File: src/logic/dfpc_pkg.sv
// Package of offsets, field positions and reset values for the DMA FIFO port block
package dfpc_pkg;
    // Register indices (printed offsets are not all multiples of four: byte address is index * 4)
    localparam logic [7:0]  CH0_COUNT_IDX   = 8'h4e;
    localparam logic [7:0]  CH1_COUNT_IDX   = 8'h56;
    localparam logic [7:0]  CH0_CONTROL_IDX = 8'h4a;
    localparam logic [7:0]  CH1_CONTROL_IDX = 8'h52;
    localparam logic [7:0]  CH0_PORT_IDX    = 8'h60;
    localparam logic [7:0]  CH1_PORT_IDX    = 8'h62;
    localparam logic [7:0]  CH0_EPCFG_IDX   = 8'h64;
    localparam logic [7:0]  CH1_EPCFG_IDX   = 8'h66;
    localparam logic [7:0]  CH0_RXPKT_IDX   = 8'h68;
    localparam logic [7:0]  CH1_RXPKT_IDX   = 8'h6a;
    // Control register fields
    localparam int          CTL_CLEAR_BIT   = 15;
    localparam int          CTL_COUNT_EN    = 14;
    localparam int          CTL_COMMIT_BIT  = 13;
    localparam int          CTL_NOTREADY    = 11;
    localparam int          CTL_LEN_MSB     = 10;
    // Endpoint configuration fields
    localparam int          CFG_DIR_BIT     = 0;
    localparam int          CFG_CONT_BIT    = 1;
    localparam int          CFG_TYPE_LSB    = 2;
    localparam int          CFG_OCTET_BIT   = 4;
    localparam int          CFG_DMA_ON_BIT  = 5;
    localparam logic [1:0]  TYPE_BULK       = 2'h1;
    // Reset values, FIFO width and depth
    localparam logic [15:0] COUNT_RESET     = 16'h0000;
    localparam logic [5:0]  EPCFG_RESET     = 6'h00;
    localparam int          FIFO_WIDTH      = 17;
    localparam int          FIFO_DEPTH      = 16;
endpackage : dfpc_pkg

File: src/logic/dfpc_fifo.sv
// Synchronous valid/ready FIFO with parameterised width and depth
`timescale 1ns/10ps
`default_nettype none
module dfpc_fifo #(
    parameter int WIDTH = 17,
    parameter int DEPTH = 16
) (
    input  wire logic             pclk,
    input  wire logic             presetn,
    input  wire logic             flush,
    input  wire logic             in_valid,
    output logic                  in_ready,
    input  wire logic [WIDTH-1:0] in_data,
    output logic                  out_valid,
    input  wire logic             out_ready,
    output logic      [WIDTH-1:0] out_data,
    output logic      [$clog2(DEPTH):0] level
);
    localparam int AW = $clog2(DEPTH);
    logic [WIDTH-1:0] mem [DEPTH];
    logic [AW-1:0]    wr_ptr;
    logic [AW-1:0]    rd_ptr;
    logic             push;
    logic             pop;

    // Full and empty follow straight from the fill level
    assign in_ready  = (level != (AW+1)'(DEPTH));
    assign out_valid = (level != '0);
    assign push      = in_valid & in_ready;
    assign pop       = out_valid & out_ready;
    assign out_data  = mem[rd_ptr];

    // Storage has no reset; contents are meaningless while empty
    always_ff @(posedge pclk) begin
        if (push) begin
            mem[wr_ptr] <= in_data;
        end
    end

    // Pointers and level
    always_ff @(posedge pclk or negedge presetn) begin
        if (!presetn) begin
            wr_ptr <= '0;
            rd_ptr <= '0;
            level  <= '0;
        end else if (flush) begin
            wr_ptr <= '0;
            rd_ptr <= '0;
            level  <= '0;
        end else begin
            if (push) begin
                wr_ptr <= (wr_ptr == AW'(DEPTH-1)) ? '0 : wr_ptr + 1'b1;
            end
            if (pop) begin
                rd_ptr <= (rd_ptr == AW'(DEPTH-1)) ? '0 : rd_ptr + 1'b1;
            end
            level <= level + (AW+1)'(push) - (AW+1)'(pop);
        end
    end
endmodule : dfpc_fifo
`default_nettype wire

File: src/logic/dfpc_port.sv
// Two DMA-side FIFO data ports with packet transaction counters, APB slave
`timescale 1ns/10ps
`default_nettype none
// Function
// - OUT endpoint: port read returns received data
// - IN endpoint: port write deposits transmit data
// - 8-bit mode ignores upper data byte
// - 16-bit mode tracks single-byte writes
// - Commit or transfer end sends odd byte
// - Counter only for bulk continuous OUT
// - Count match also completes reception
// - Count one per received packet
// - Enabled: read current, write compare
// - Disabled: reads and writes reach compare
// - Clear bit clears count, reads zero
// - Not-ready blocks port, hides commit, length
// - Bit 14 enables counting function
module dfpc_port #(
    parameter int FIFO_DEPTH = dfpc_pkg::FIFO_DEPTH
) (
    input  wire logic        pclk,
    input  wire logic        presetn,
    input  wire logic        psel,
    input  wire logic        penable,
    input  wire logic        pwrite,
    input  wire logic [9:0]  paddr,
    input  wire logic [31:0] pwdata,
    input  wire logic [3:0]  pstrb,
    output logic      [31:0] prdata,
    output logic             pready,
    output logic             pslverr,
    input  wire logic        bus_width_pin,
    input  wire logic [1:0]  transfer_end_pin,
    input  wire logic [1:0]  rx_valid,
    output logic      [1:0]  rx_ready,
    input  wire logic [15:0] rx_data0,
    input  wire logic [15:0] rx_data1,
    input  wire logic [1:0]  rx_odd,
    input  wire logic [1:0]  rx_packet_end,
    output logic      [1:0]  rx_complete,
    output logic      [1:0]  tx_valid,
    input  wire logic [1:0]  tx_ready,
    output logic      [15:0] tx_data0,
    output logic      [15:0] tx_data1,
    output logic      [1:0]  tx_odd,
    output logic      [1:0]  tx_commit
);
    // Fill level is one bit wider than the pointers so full and empty differ
    localparam int LW = $clog2(FIFO_DEPTH) + 1;

    // Address decode, byte address is index times four
    logic        setup;
    logic [1:0]  hit_cnt;
    logic [1:0]  hit_ctl;
    logic [1:0]  hit_port;
    logic [1:0]  hit_cfg;
    logic [1:0]  hit_rx;
    logic        mapped;
    logic        wr_en;
    logic        rd_en;
    // Per-channel state (fully separate per channel)
    logic [15:0] current   [2];
    logic [15:0] compare   [2];
    logic [15:0] rx_pkts   [2];
    logic [5:0]  epcfg     [2];
    logic [1:0]  count_en;
    logic [1:0]  commit;
    logic [1:0]  dir_flush;
    logic [1:0]  in_full;
    logic [1:0]  out_empty;
    logic [1:0]  eight_bit;
    logic [1:0]  counting;
    logic [1:0]  is_out;
    logic [16:0] fout      [2];
    logic [16:0] fin       [2];
    logic [1:0]  fin_valid;
    logic [1:0]  fout_valid;
    logic [1:0]  fout_ready;
    logic [1:0]  fin_ready;
    logic [LW-1:0] flevel  [2];
    logic [1:0]  rd_pop;
    logic [1:0]  wr_push;
    logic [31:0] next_prdata;

    assign setup  = psel & ~penable;
    assign wr_en  = setup & pwrite;
    assign rd_en  = setup & ~pwrite;
    assign mapped = |{hit_cnt, hit_ctl, hit_port, hit_cfg, hit_rx};

    for (genvar c = 0; c < 2; c++) begin : g_ch
        localparam logic [7:0] A_CNT = c ? dfpc_pkg::CH1_COUNT_IDX : dfpc_pkg::CH0_COUNT_IDX;
        localparam logic [7:0] A_CTL = c ? dfpc_pkg::CH1_CONTROL_IDX : dfpc_pkg::CH0_CONTROL_IDX;
        localparam logic [7:0] A_PRT = c ? dfpc_pkg::CH1_PORT_IDX : dfpc_pkg::CH0_PORT_IDX;
        localparam logic [7:0] A_CFG = c ? dfpc_pkg::CH1_EPCFG_IDX : dfpc_pkg::CH0_EPCFG_IDX;
        localparam logic [7:0] A_RX  = c ? dfpc_pkg::CH1_RXPKT_IDX : dfpc_pkg::CH0_RXPKT_IDX;
        logic        clear_hit;
        logic        match;
        logic        port_ok;
        logic [15:0] wdata;

        // Each channel decodes only its own addresses
        assign hit_cnt[c]  = (paddr == {A_CNT, 2'b00});
        assign hit_ctl[c]  = (paddr == {A_CTL, 2'b00});
        assign hit_port[c] = (paddr == {A_PRT, 2'b00});
        assign hit_cfg[c]  = (paddr == {A_CFG, 2'b00});
        assign hit_rx[c]   = (paddr == {A_RX, 2'b00});
        assign wdata       = pwdata[15:0];
        // A direction change empties the buffer so no stale word crosses over
        assign dir_flush[c] = wr_en & hit_cfg[c] & pstrb[0]
            & (wdata[dfpc_pkg::CFG_DIR_BIT] ^ epcfg[c][dfpc_pkg::CFG_DIR_BIT]);
        // 8-bit mode from the endpoint configuration bit or the pin
        assign eight_bit[c] = epcfg[c][dfpc_pkg::CFG_OCTET_BIT] | bus_width_pin;
        assign is_out[c]    = ~epcfg[c][dfpc_pkg::CFG_DIR_BIT];
        // Counter only for bulk continuous receive on an OUT endpoint
        assign counting[c] = count_en[c] & is_out[c]
            & epcfg[c][dfpc_pkg::CFG_CONT_BIT]
            & (epcfg[c][dfpc_pkg::CFG_TYPE_LSB +: 2] == dfpc_pkg::TYPE_BULK);
        assign match     = counting[c] & (current[c] == compare[c]) & (compare[c] != '0);
        assign clear_hit = wr_en & hit_ctl[c] & pstrb[1] & wdata[dfpc_pkg::CTL_CLEAR_BIT];
        // Port not ready: no data to read, or no room to write or a commit pending
        assign in_full[c]   = ~fin_ready[c] | commit[c];
        assign out_empty[c] = ~fout_valid[c];
        assign port_ok      = is_out[c] ? ~out_empty[c] : ~in_full[c];
        assign rd_pop[c]    = rd_en & hit_port[c] & is_out[c] & port_ok;
        assign wr_push[c]   = wr_en & hit_port[c] & ~is_out[c] & port_ok;
        assign fout_ready[c] = rd_pop[c];
        assign fin_valid[c]  = wr_push[c];
        // A write of the low byte alone in 16-bit mode marks an odd byte
        // Upper byte is zeroed in 8-bit mode so stale bus bits never reach the link
        assign fin[c] = {eight_bit[c] | (pstrb[1:0] == 2'b01),
                         eight_bit[c] ? 8'h00 : wdata[15:8], wdata[7:0]};

        // Endpoint configuration
        always_ff @(posedge pclk or negedge presetn) begin
            if (!presetn) begin
                epcfg[c] <= dfpc_pkg::EPCFG_RESET;
            end else if (wr_en & hit_cfg[c] & pstrb[0]) begin
                epcfg[c] <= wdata[5:0];
            end
        end

        // Count enable
        always_ff @(posedge pclk or negedge presetn) begin
            if (!presetn) begin
                count_en[c] <= 1'b0;
            end else if (wr_en & hit_ctl[c] & pstrb[1]) begin
                count_en[c] <= wdata[dfpc_pkg::CTL_COUNT_EN];
            end
        end

        // Compare value: half-word writes only, so a byte write cannot tear it
        always_ff @(posedge pclk or negedge presetn) begin
            if (!presetn) begin
                compare[c] <= dfpc_pkg::COUNT_RESET;
            end else if (wr_en & hit_cnt[c] & (&pstrb[1:0])) begin
                compare[c] <= wdata;
            end
        end

        // Current packet count: a packet that ends as clear lands counts as one
        always_ff @(posedge pclk or negedge presetn) begin
            if (!presetn) begin
                current[c] <= dfpc_pkg::COUNT_RESET;
                rx_pkts[c] <= dfpc_pkg::COUNT_RESET;
            end else begin
                if (clear_hit) begin
                    current[c] <= 16'(counting[c] & rx_packet_end[c]);
                end else if (counting[c] & rx_packet_end[c]) begin
                    current[c] <= current[c] + 16'h0001;
                end
                // Raw tally runs whatever the enable, for diagnostics
                if (rx_packet_end[c]) begin
                    rx_pkts[c] <= rx_pkts[c] + 16'h0001;
                end
            end
        end

        // Commit: software flag or end pin closes the buffer
        // A commit holds port writes off until the buffer has drained
        always_ff @(posedge pclk or negedge presetn) begin
            if (!presetn) begin
                commit[c] <= 1'b0;
            end else begin
                if (~is_out[c] & ((wr_en & hit_ctl[c] & pstrb[1]
                        & wdata[dfpc_pkg::CTL_COMMIT_BIT]) | transfer_end_pin[c])) begin
                    commit[c] <= 1'b1;
                end else if (commit[c] & ~fout_valid_in(c)) begin
                    commit[c] <= 1'b0;
                end
            end
        end

        // Receive side: ready is a flop, so it falls one word early to leave room
        always_ff @(posedge pclk or negedge presetn) begin
            if (!presetn) begin
                rx_complete[c] <= 1'b0;
                rx_ready[c]    <= 1'b0;
            end else begin
                rx_complete[c] <= match;
                rx_ready[c]    <= is_out[c] & (flevel[c] < LW'(FIFO_DEPTH - 1));
            end
        end

        // Transmit marks: the odd flag travels with its own word
        always_ff @(posedge pclk or negedge presetn) begin
            if (!presetn) begin
                tx_commit[c] <= 1'b0;
                tx_odd[c]    <= 1'b0;
            end else begin
                tx_commit[c] <= commit[c] & ~fout_valid_in(c);
                tx_odd[c]    <= fout[c][16];
            end
        end

        dfpc_fifo #(
            .WIDTH     (dfpc_pkg::FIFO_WIDTH),
            .DEPTH     (FIFO_DEPTH)
        ) u_fifo (
            .pclk      (pclk),
            .presetn   (presetn),
            .flush     (dir_flush[c]),
            .in_valid  (is_out[c] ? (rx_valid[c] & rx_ready[c]) : fin_valid[c]),
            .in_ready  (fin_ready[c]),
            .in_data   (is_out[c] ? {rx_odd[c], (c ? rx_data1 : rx_data0)} : fin[c]),
            .out_valid (fout_valid[c]),
            .out_ready (is_out[c] ? fout_ready[c] : (tx_ready[c] & tx_valid[c])),
            .out_data  (fout[c]),
            .level     (flevel[c])
        );
    end

    // True while the IN buffer still holds words for the link
    function automatic logic fout_valid_in(input int c);
        return ~is_out[c] & fout_valid[c];
    endfunction : fout_valid_in

    // Transmit stream toward the serial interface engine
    // Valid drops a cycle after each accepted word: half rate, but no skid buffer
    always_ff @(posedge pclk or negedge presetn) begin
        if (!presetn) begin
            tx_valid <= 2'b00;
            tx_data0 <= 16'h0000;
            tx_data1 <= 16'h0000;
        end else begin
            tx_valid <= {fout_valid_in(1) & ~(tx_valid[1] & tx_ready[1]),
                         fout_valid_in(0) & ~(tx_valid[0] & tx_ready[0])};
            tx_data0 <= fout[0][15:0];
            tx_data1 <= fout[1][15:0];
        end
    end

    // Read mux; reads of the count register depend on the enable
    always_comb begin
        next_prdata = 32'h0000_0000;
        for (int c = 0; c < 2; c++) begin
            if (hit_cnt[c]) begin
                next_prdata[15:0] = count_en[c] ? current[c] : compare[c];
            end
            // Not ready means empty for OUT, full or committed for IN
            if (hit_ctl[c]) begin
                next_prdata[dfpc_pkg::CTL_COUNT_EN] = count_en[c];
                next_prdata[dfpc_pkg::CTL_NOTREADY] = is_out[c] ? out_empty[c] : in_full[c];
                // Commit and length read zero while the port is not ready
                if (!(is_out[c] ? out_empty[c] : in_full[c])) begin
                    next_prdata[dfpc_pkg::CTL_COMMIT_BIT] = is_out[c] ? 1'b1 : commit[c];
                    next_prdata[dfpc_pkg::CTL_LEN_MSB:0] =
                        is_out[c] ? 11'({flevel[c], 1'b0}) : 11'h000;
                end
            end
            if (hit_port[c] & rd_pop[c]) begin
                next_prdata[15:0] = eight_bit[c] ? {8'h00, fout[c][7:0]} : fout[c][15:0];
            end
            if (hit_cfg[c]) begin
                next_prdata[5:0] = epcfg[c];
            end
            if (hit_rx[c]) begin
                next_prdata[15:0] = rx_pkts[c];
            end
        end
    end

    // APB answer: one wait-free access phase; data captured at setup
    // Writes and pops act on the setup edge; the access phase only answers
    always_ff @(posedge pclk or negedge presetn) begin
        if (!presetn) begin
            prdata  <= 32'h0000_0000;
            pready  <= 1'b0;
            pslverr <= 1'b0;
        end else begin
            pready  <= setup;
            pslverr <= setup & ~mapped;
            if (rd_en) begin
                prdata <= next_prdata;
            end
        end
    end
endmodule : dfpc_port
`default_nettype wire

File: config.mk
export PLATFORM = sky130hd
export DESIGN_NAME = dfpc_port
export DESIGN_NICKNAME = d
export VERILOG_FILES = /design/src/logic/dfpc_pkg.sv /design/src/logic/dfpc_fifo.sv /design/src/logic/dfpc_port.sv
export SDC_FILE = /design/constraint.sdc
export NUM_CORES = 1
export LEC_CHECK = 0
export BUFFER_PORTS_ARGS = -buffer_cell sky130_fd_sc_hd__buf_2
export CAP_MARGIN = 20
export CORE_MARGIN = 1.5
export CORE_UTILIZATION = 35
export DETAILED_ROUTE_END_ITERATION = 16
export SLEW_MARGIN = 0
export SYNTH_ARGS = -nofsm -noshare
export SYNTH_HDL_FRONTEND = slang
export SYNTH_HIERARCHICAL = 1
export SYNTH_SLANG_ARGS = --single-unit
export TNS_END_PERCENT = 20
File: constraint.sdc
create_clock -name pclk -period 6.95 [get_ports pclk]
set_input_delay 1.0425 -clock pclk [delete_from_list [all_inputs] [get_ports pclk]]
set_output_delay 1.0425 -clock pclk [all_outputs]
set_load 0.03 [all_outputs]
==> results.py, run 1 <==
metrics = {
    "hold_path": {
        "hold_path.class": "in -> async",
    },
    "routing": {
        "dr.pass1.iters": 6,
        "met1_length_um": 39000,
        "route.met2.wl_um": 41500,
        "wl_per_cell_um": 25.7,
        "ant_nets": 0,
        "vias": 19400,
        "met3_length_um": 7720,
        "top_layer_used": "met5",
        "drc": 0,
        "vias_per_cell": 5.50,
        "routed_wl_um": 90500,
        "drt_first_iter_violations": 2131,
    },
    "clock_tree": {
        "cts_resized": 0,
        "insertion_delay_ns": 0.65,
        "cts_setup_buffers": 0,
        "cts_tree": "built",
        "clockBufferDepth": 3,
        "cts_max_level": 3,
        "cts_buffers": 83,
        "clockRootBuffer": "clkbuf_16",
        "path_clk_slew_ns": 0.06,
        "holdBufCountCts": 0,
        "clock-sinks": 742,
    },
    "setup_path": {
        "arrival_ns": 4.68,
        "crit_type": "in -> reg",
        "startpoint": "paddr[4]",
        "cp-end-kind": "register",
        "critical_path_peak_fanout": 33,
        "cp.required_ns": 7.43,
        "startpoint_type": "input port",
        "r2r_start": "g_ch[0].u_fifo/level[2]",
    },
    "final_layout": {
        "final_nets": 2379,
        "drive_above_1_share_pct": 22.2,
        "regArea_mm2": 0.0213,
        "area_growth_syn_to_layout_pct": 15.2,
        "multi_input_area_mm2": 0.0101,
        "fillCellCount": 8335,
        "final_area_mm2": 0.0373,
    },
    "flow_run": {
        "maxCapViolations": 0,
    },
    "timing": {
        "period_needed_ns": 4.20,
        "timing.fmax_mhz": 238,
        "finalHoldWorstSlack_ns": 0.410,
        "tightest_slew_ns": 1.13,
        "drv_slew": 0,
        "tns_ns": 0,
        "slew-limit-headroom_pct": 23.4,
        "skew_ns": 0.0391,
        "rsz0062_at_grt": "false",
        "finalCritPeriodShare_pct": 60.5,
        "hold_viol": 0,
        "setup_viol": 0,
    },
    "placed_design": {
        "gp_congestion": 0.924,
        "place_hpwl_um": 61200,
        "io_buffers": 135,
        "dpl-instance-area_mm2": 0.0342,
    },
    "floorplan": {
        "std_cell_rows": 111,
        "coreArea_mm2": 0.0917,
        "pin_count": 170,
        "die_w_um": 307,
        "die_h_um": 307,
        "dieArea_mm2": 0.0944,
        "initial_core_util_pct": 35.3,
    },
    "status": {
        "status": "finished clean",
    },
    "yosys": {
        "yosysWarnings": 6,
        "ys_types": 90,
        "synth_top_area_share_pct": 50.4,
        "synth.cell_area_mm2": 0.0324,
        "async_flop_share_pct": 26.7,
        "synthTopCellsByArea": "edfxtp_1 50%, dfrtp_1 15%, mux4_2 5.4%",
        "synth_top_cell_by_area": "edfxtp_1",
        "yosys.cell_count.top_type": "edfxtp_1",
        "ys_ff_latch": 742,
        "synth-edff-count": 544,
        "synth_common_cells": "544 x edfxtp_1, 198 x dfrtp_1, 148 x mux2i_1",
        "syn_area_per_cell_um2": 15.5,
        "ys_dominant_reg_cell": "edfxtp_1",
        "synth_cells": 2089,
        "yosysSeqAreaShare_pct": 65.7,
    },
    "pwr": {
        "p_per_area_mw_per_mm2": 293,
        "p_leak_nw": 13.1,
        "swShare_pct": 25.1,
        "p_comb_share_pct": 9.8,
        "switchingPower_mw": 2.74,
        "p_int_mw": 8.18,
        "seq_power_share_pct": 48.1,
        "ir_worst_vdd_mv": 0.162,
        "clockPowerShare_pct": 42.1,
    },
    "grt": {
        "grt-ovfl-total": 0,
        "grt_max_degree": 101,
        "antenna_found_initial": 7,
        "gr-usage-all-layers_pct": 19.2,
        "grt_pass1_vias": 19500,
        "grt_pass1_wl_um": 133000,
    },
}
## cell usage in the layout (no fill, tap or decap), types with 15 or more instances in the layout
cell	count
edfxtp_1	544
dfrtp_1	193
mux2i_1	148
buf_2	135
nand2_1	89
clkbuf_16	83
nor2_1	79
mux4_2	77
mux2_2	64
a21oi_1	63
xnor2_1	61
o21ai_0	56
inv_1	51
nand3_1	51
xor2_1	42
a22oi_1	41
buf_4	39
and2_1	28
a221oi_1	28
nand4_1	26
ha_1	26
nor4_1	24
nor3_1	22
and3_1	22
a221oi_2	20
clkbuf_1	19
o21ai_1	18
nor2b_1	18
a32oi_1	17
conb_1	16
o22ai_1	15
## routing by layer
metal	up-vias	track usage (%)
met5	-	0
met4	6	5.42
met3	150	4.38
met2	732	29.8
met1	9997	26.9
li1	8485	-
## path summary, 6_finish.rpt
check / to / slack (ns) / depth (start not counted)
min reg2reg: tx_valid[0] / 0.47 / 1
max: g_ch[0].u_fifo/level[4] / 2.75 / 16
min in group pclk: tx_valid[0] / 0.47 / 1
min: compare[9] / 0.41 / 1
max reg2reg: g_ch[0].u_fifo/level[4] / 2.97 / 17
max in group asynchronous: g_ch[0].u_fifo/rd_ptr[0] / 5.08 / 2
## sequential cells by signal (all words and copies together) (netlist names), 8 cells and up
register	cells
g_ch.u_fifo/mem	544
compare	32
current	32
rx_pkts	32
prdata	16
tx_data0	16
tx_data1	16
epcfg	12
g_ch.u_fifo/level	10
g_ch.u_fifo/rd_ptr	8
g_ch.u_fifo/wr_ptr	8
## logic make-up (layout without fill, tap and decap cells)
family                     Yosys count  after routing  synth area share, %
DFF                                742            742                 65.7
and+or+nand+nor                    425            425                 7.20
AOI/OAI and AO/OA                  319            319                 7.13
muxes                              299            299                 12.9
buffers and inverters              172            396                 3.14
xor gates and xnor gates           103            103                 2.79
adders and majority gates           28             28                 1.13
other                                1             24               0.0116
## worst max-delay path, cell delays in order
cell and delay, ns:
buf_2 0.31, nor2_1 0.37, nand4_1 0.33, nor4b_1 0.46, nand2_1 0.11, o21ai_0 0.18
nand2_1 0.35, ha_1 0.38, inv_1 0.06, ha_1 0.15, inv_1 0.06, fa_1 0.37
nor2b_1 0.17, o21bai_1 0.11, a21oi_1 0.15, nor3b_1 0.06
## stage by stage
stage / instances / utilization (%) / worst slack [ns] / power (mW)
final: 3522 / 40.7 / 2.75 / 10.9
after detailed placement: 3345 / 37.3 / 2.20 / 6.39
after CTS: 3501 / 40.5 / 2.81 / 11.0
after floorplan: 2104 / - / 3.05 / 5.94
after global routing: 3514 / 40.7 / 2.47 / 11.3
after global placement: 3338 / 37.2 / 2.25 / 6.33
## cell type report
class / instances / share of cell area (%)
diodes: 8 / 0.0536
clock buffers: 109 / 6.01
clock inverters: 47 / 1.77
inverters: 52 / 0.523
multi-input cells: 1190 / 27.2
flip-flops and latches: 742 / 57.1
well taps: 1186 / 3.98
repair buffers: 188 / 3.39
## power groups by stage
stage / combinational [mW] / clock, mW / sequential, mW
3_3_place_gp: 1.01 / 0 / 5.32
3_5_place_dp: 1.05 / 0 / 5.34
2_1_floorplan: 0.610 / 0 / 5.33
5_1_grt: 1.17 / 4.86 / 5.28
6_report: 1.07 / 4.60 / 5.25
4_1_cts: 1.05 / 4.68 / 5.25
Note: power is estimated with default switching activity, not from simulation.
==> run 2, diff against run 1 <==
clock period = 3.4 ns   (was 6.95 ns; I/O delays follow)
==> run 2 against run 1 <==
  * Clock skew fell by 0.0041 ns
  * Sequential power increased by 100%
  * Non-clock buffer count increased by 108
  * First-iteration DRC count fell by 7.2%
  * Critical endpoint is now g_ch[1].u_fifo/level[4]
  * Register-to-register slack lost 2.8 ns
  * Count of clock-buffer cells in the layout increased by 3
  * Setup slack lost 2.6 ns
  * Via count increased by 2.3%
  * Largest power group unchanged
  * Total power up 100%
==> results.py, run 2 (synthesized netlist as in run 1, its figures left out) <==
metrics = {
    "setup_path": {
        "cp-end-kind": "register",
        "reg2reg_setup_slack_ns": 0.13,
        "r2r_cells": 16,
        "crit_path_frequent_cell": "ha_1",
        "critical_path_peak_fanout": 4,
        "r2r_start": "g_ch[1].u_fifo/level[3]",
        "crit_buf_inv": 3,
        "r2r_end": "g_ch[1].u_fifo/level[4]",
        "max_stage_delay_ns": 0.48,
        "crit_type": "reg -> reg",
        "cp.required_ns": 3.89,
        "critPathSlowestCell": "or4b_4",
        "arrival_ns": 3.76,
        "startpoint_type": "register",
        "cp_top_family": "simple AND/OR/NAND/NOR gates",
        "cp_cell_sequence": "inv_2 -> ha_1 -> or4b_4 -> nor4b_2 -> nand4_1 -> nand2_1 -> and2_4 -> ha_1 -> inv_1 -> ha_1 -> inv_1 -> fa_2 -> nor2b_2 -> o21bai_1 -> a21oi_1 -> nor3b_2",
    },
    "hold_path": {
        "hold_end": "tx_valid[0]",
        "hold_path.class": "in -> reg",
        "whs_path_depth": 2,
        "hold_path_startpoint": "tx_ready[0]",
    },
    "grt": {
        "gr-usage-all-layers_pct": 19.4,
        "grt_pass1_vias": 19900,
        "grt_pass1_wl_um": 134000,
        "grt_max_degree": 88,
        "antenna_found_initial": 11,
        "grt-ovfl-total": 0,
    },
    "pwr": {
        "p_leak_nw": 13.6,
        "p_int_mw": 16.7,
        "seq_power_share_pct": 47.9,
        "ir_worst_vdd_mv": 0.327,
        "clockPowerShare_pct": 40.8,
        "swShare_pct": 25.2,
        "switchingPower_mw": 5.63,
        "p_per_area_mw_per_mm2": 584,
        "p_comb_share_pct": 11.2,
    },
    "timing": {
        "timing.fmax_mhz": 306,
        "finalHoldWorstSlack_ns": 0.0667,
        "finalCritPeriodShare_pct": 96.1,
        "tightest_slew_ns": 1.03,
        "skew_ns": 0.0350,
        "hold_viol": 0,
        "layout_setup_ws_ns": 0.134,
        "slew-limit-headroom_pct": 31.1,
        "period_needed_ns": 3.27,
        "drv_slew": 0,
        "tns_ns": 0,
        "setup_viol": 0,
    },
    "clock_tree": {
        "cts_buffers": 83,
        "clockRootBuffer": "clkbuf_16",
        "cts_tree": "built",
        "cts_max_level": 3,
        "path_clk_slew_ns": 0.06,
        "clock-sinks": 742,
        "clockBufferDepth": 3,
        "insertion_delay_ns": 0.65,
    },
    "status": {
        "status": "finished clean",
    },
    "floorplan": {
        "dieArea_mm2": 0.0944,
        "std_cell_rows": 111,
        "die_h_um": 307,
        "initial_core_util_pct": 35.3,
        "die_w_um": 307,
        "coreArea_mm2": 0.0917,
        "pin_count": 170,
    },
    "final_layout": {
        "largest_register": "g_ch.u_fifo/mem",
        "final_cells": 3626,
        "fillCellCount": 8213,
        "largest_register_ffs": 544,
        "final_nets": 2487,
        "layout_commonest_cell": "edfxtp_1",
        "drive_above_1_share_pct": 26.0,
        "area_growth_syn_to_layout_pct": 18.0,
        "final_cell_mix": "544 x edfxtp_1, 193 x dfrtp_1, 148 x mux2i_1, 135 x buf_4, 134 x buf_2",
        "final_util_pct": 41.7,
    },
    "routing": {
        "drt_first_iter_violations": 1978,
        "ant_nets": 0,
        "routed_wl_um": 91600,
        "dr.pass1.iters": 6,
        "vias_per_cell": 5.46,
        "drc": 0,
        "vias": 19800,
        "wl_per_cell_um": 25.3,
    },
    "flow_run": {
        "maxCapViolations": 0,
    },
    "placed_design": {
        "io_buffers": 135,
        "pre_cts_ws_ns": -0.437,
        "gp_congestion": 0.928,
        "place_hpwl_um": 63900,
        "place_inst": 3462,
    },
}
run 2: area by class of cell:
class / instances / area (um2) / area share, %
tap: 1186 / 1480 / 3.88
sequential: 742 / 21300 / 55.8
inverter: 52 / 195 / 0.511
clock buffer: 112 / 2300 / 6.01
clock inverter: 43 / 522 / 1.37
timing repair buffer: 296 / 2210 / 5.78
antenna: 5 / 12.5 / 0.0327
multi-input combinational: 1190 / 10200 / 26.7
run 2: metrics by stage:
stage                     area, um2  power, mW
final                         38200       22.3
after global routing          38200       23.1
after CTS                     38100       22.4
after detailed placement      35300       13.3
after global placement        35300       13.2
after floorplan               32400       12.1
run 2: metal layers:
metal / share of wire (%) / wire, um / up-vias / GRT usage, %
met5: 0.18 / 168 / - / 0.465
li1: - / - / 8692 / -
met1: 43 / 39500 / 10100 / 27.2
met3: 8.5 / 7770 / 170 / 4.49
met4: 3.6 / 3290 / 11 / 6.86
met2: 45 / 40900 / 828 / 29.3
run 2: power by group through the flow:
stage               clock network [mW]  registers [mW]  logic [mW]
global placement                     0            10.8        2.36
CTS                               9.29            10.7        2.45
detailed placement                   0            10.9        2.43
finish                            9.11            10.7        2.51
floorplan                            0            10.9        1.25
global route                      9.64            10.8        2.73
run 2: what timing repair did:
item	CTS	global route
setup endpoints to repair	2	2
gates resized for setup	2	12
pin swaps	0	6
gates cloned	0	0
endpoints found under the hold margin	83	0
buffers inserted	0	3
hold buffers	1	0
run 2: worst max path at each step:
stage	start	endpoint	cells after the start
3_5_place_dp	paddr[1]	g_ch[0].u_fifo/level[4]	16
6_report	g_ch[1].u_fifo/level[3]	g_ch[1].u_fifo/level[4]	16
3_3_place_gp	paddr[1]	g_ch[0].u_fifo/level[4]	16
5_1_grt	g_ch[0].u_fifo/level[2]	g_ch[0].u_fifo/level[4]	17
4_1_cts	g_ch[0].u_fifo/level[2]	g_ch[0].u_fifo/level[4]	17
2_1_floorplan	paddr[1]	g_ch[0].u_fifo/level[4]	14
==> run 3, diff against run 2 <==
REMOVE_ABC_BUFFERS = 1   (was unset)
==> run 3 against run 2 <==
  * Combinational power is 3% lower
  * Worst hold slack gained 0.0097 ns
  * Non-clock buffer count decreased by 26
  * Largest cell class unchanged
==> results.py, run 3 (synthesized netlist as in run 1, its figures left out) <==
metrics = {
    "setup_path": {
        "startpoint_type": "register",
        "cp.required_ns": 3.92,
        "critPathSlowestCell": "or4b_4",
        "max_stage_delay_ns": 0.49,
        "crit_path_frequent_cell": "ha_1",
        "cp-end-kind": "register",
        "arrival_ns": 3.78,
        "critical_path_peak_fanout": 4,
        "crit_type": "reg -> reg",
        "cp_cell_sequence": "inv_2 -> ha_1 -> or4b_4 -> and4bb_2 -> nand4_1 -> nand2_1 -> nand2_2 -> inv_2 -> ha_1 -> inv_1 -> ha_1 -> inv_1 -> fa_2 -> nor2b_2 -> o21bai_1 -> a21oi_1 -> nor3b_2",
    },
    "pwr": {
        "p_per_area_mw_per_mm2": 573,
        "p_leak_nw": 13.4,
        "ir_worst_vdd_mv": 0.337,
    },
    "floorplan": {
        "initial_core_util_pct": 35.3,
        "die_w_um": 307,
        "die_h_um": 307,
        "std_cell_rows": 111,
        "pin_count": 170,
        "coreArea_mm2": 0.0917,
        "dieArea_mm2": 0.0944,
    },
    "routing": {
        "drt_first_iter_violations": 2088,
        "routed_wl_um": 89900,
        "drc": 0,
        "vias_per_cell": 5.51,
        "ant_nets": 0,
        "dr.pass1.iters": 5,
        "wl_per_cell_um": 25.1,
        "vias": 19800,
    },
    "clock_tree": {
        "clockRootBuffer": "clkbuf_16",
        "cts_max_level": 3,
        "path_clk_slew_ns": 0.06,
        "clock-sinks": 742,
        "cts_tree": "built",
        "clockBufferDepth": 3,
        "insertion_delay_ns": 0.65,
        "cts_buffers": 76,
    },
    "final_layout": {
        "largest_register": "g_ch.u_fifo/mem",
        "final_util_pct": 41.2,
        "layout_commonest_cell": "edfxtp_1",
        "final_cell_mix": "544 x edfxtp_1, 194 x dfrtp_1, 148 x mux2i_1, 135 x buf_2, 105 x buf_4",
        "drive_above_1_share_pct": 24.8,
        "final_nets": 2454,
        "largest_register_ffs": 544,
        "area_growth_syn_to_layout_pct": 16.6,
    },
    "timing": {
        "finalCritPeriodShare_pct": 96.1,
        "tightest_slew_ns": 0.929,
        "tns_ns": 0,
        "slew-limit-headroom_pct": 37.7,
        "skew_ns": 0.0334,
        "hold_viol": 0,
        "period_needed_ns": 3.27,
        "setup_viol": 0,
        "drv_slew": 0,
        "timing.fmax_mhz": 306,
    },
    "status": {
        "status": "finished clean",
    },
    "hold_path": {
        "hold_path.class": "in -> reg",
    },
    "grt": {
        "grt_pass1_wl_um": 132000,
        "grt-ovfl-total": 0,
        "antenna_found_initial": 9,
        "grt_pass1_vias": 19800,
        "gr-usage-all-layers_pct": 19.0,
        "grt_max_degree": 96,
    },
    "placed_design": {
        "gp_congestion": 0.891,
        "io_buffers": 135,
        "place_hpwl_um": 61600,
    },
    "flow_run": {
        "maxCapViolations": 0,
    },
}
-- run 3: cell types whose count changed in the layout (fill, tap and decap cells not counted), sizes merged --
cell,previous run,this run
diode,5,1
clkbuf,112,106
inv,55,58
bufinv,8,6
clkinv,27,22
buf,295,269
clkinvlp,5,2
-- run 3: cell type report --
class | count | area (um2)
antenna | 1 | 2.50
clock buffer | 106 | 2140
inverter | 52 | 195
timing repair buffer | 270 | 2040
fill | 8218 | 53900
sequential | 742 | 21300
multi-input combinational | 1190 | 10200
clock inverter | 36 | 408
tap | 1186 | 1480
-- run 3: path summary, 6_finish.rpt --
check	from	to	slack, ns	depth (start not counted)
max reg2reg	g_ch[0].u_fifo/level[2]	g_ch[0].u_fifo/level[4]	0.13	17
min in group asynchronous	presetn	tx_data1[9]	0.35	2
max	g_ch[0].u_fifo/level[2]	g_ch[0].u_fifo/level[4]	0.13	17
max in group asynchronous	presetn	g_ch[0].u_fifo/rd_ptr[0]	2.04	3
min reg2reg	rx_pkts[15]	rx_pkts[15]	0.47	1
min	tx_ready[1]	tx_valid[1]	0.08	2
-- run 3: metrics by stage --
stage                     setup WS, ns  power [mW]  hold WS (ns)  area (um2)  std cells
after floorplan                  -2.04        12.1         0.214       31600       1984
after global placement          -0.173        13.1         0.419       35100       3427
after detailed placement        -0.222        13.2         0.432       35100       3430
after CTS                       0.0126        21.7        0.0436       37700       3573
after global routing           -0.0338        22.4        0.0623       37800       3582
final                            0.134        21.6        0.0764       37800       3583
-- run 3: metal layers --
layer	vias up	global-route usage (%)	wire length (um)
li1	8627	-	-
met1	10200	26.7	39200
met2	761	29.0	41200
met3	153	3.85	6510
met4	4	7.14	3030
met5	-	0	27
-- run 3: timing repair --
item                                    4_1_cts  5_1_grt
pin swaps                                     1        3
hold endpoints to repair                     37        0
resized for setup                             1       11
endpoints found under the setup margin        1        3
hold buffers                                  1        0
buffers inserted                              0        5
-- run 3: power by group --
group	leakage [nW]	switching, mW	total (mW)	internal (mW)
combinational	4.69	1.50	2.44	0.938
sequential	7.47	0.374	10.7	10.3
clock	1.25	3.57	8.48	4.91
total	13.4	5.45	21.6	16.2
-- run 3: worst max-delay path: cells and delay by family, from the launching register on --
family	cells	cell delay (ns)
AO/OA/AOI/OAI	2	0.28
adder cells (fa/ha/maj)	4	0.94
buffers and inverters	4	0.24
flip-flops	1	0.39
AND/OR/NAND/NOR	7	1.31
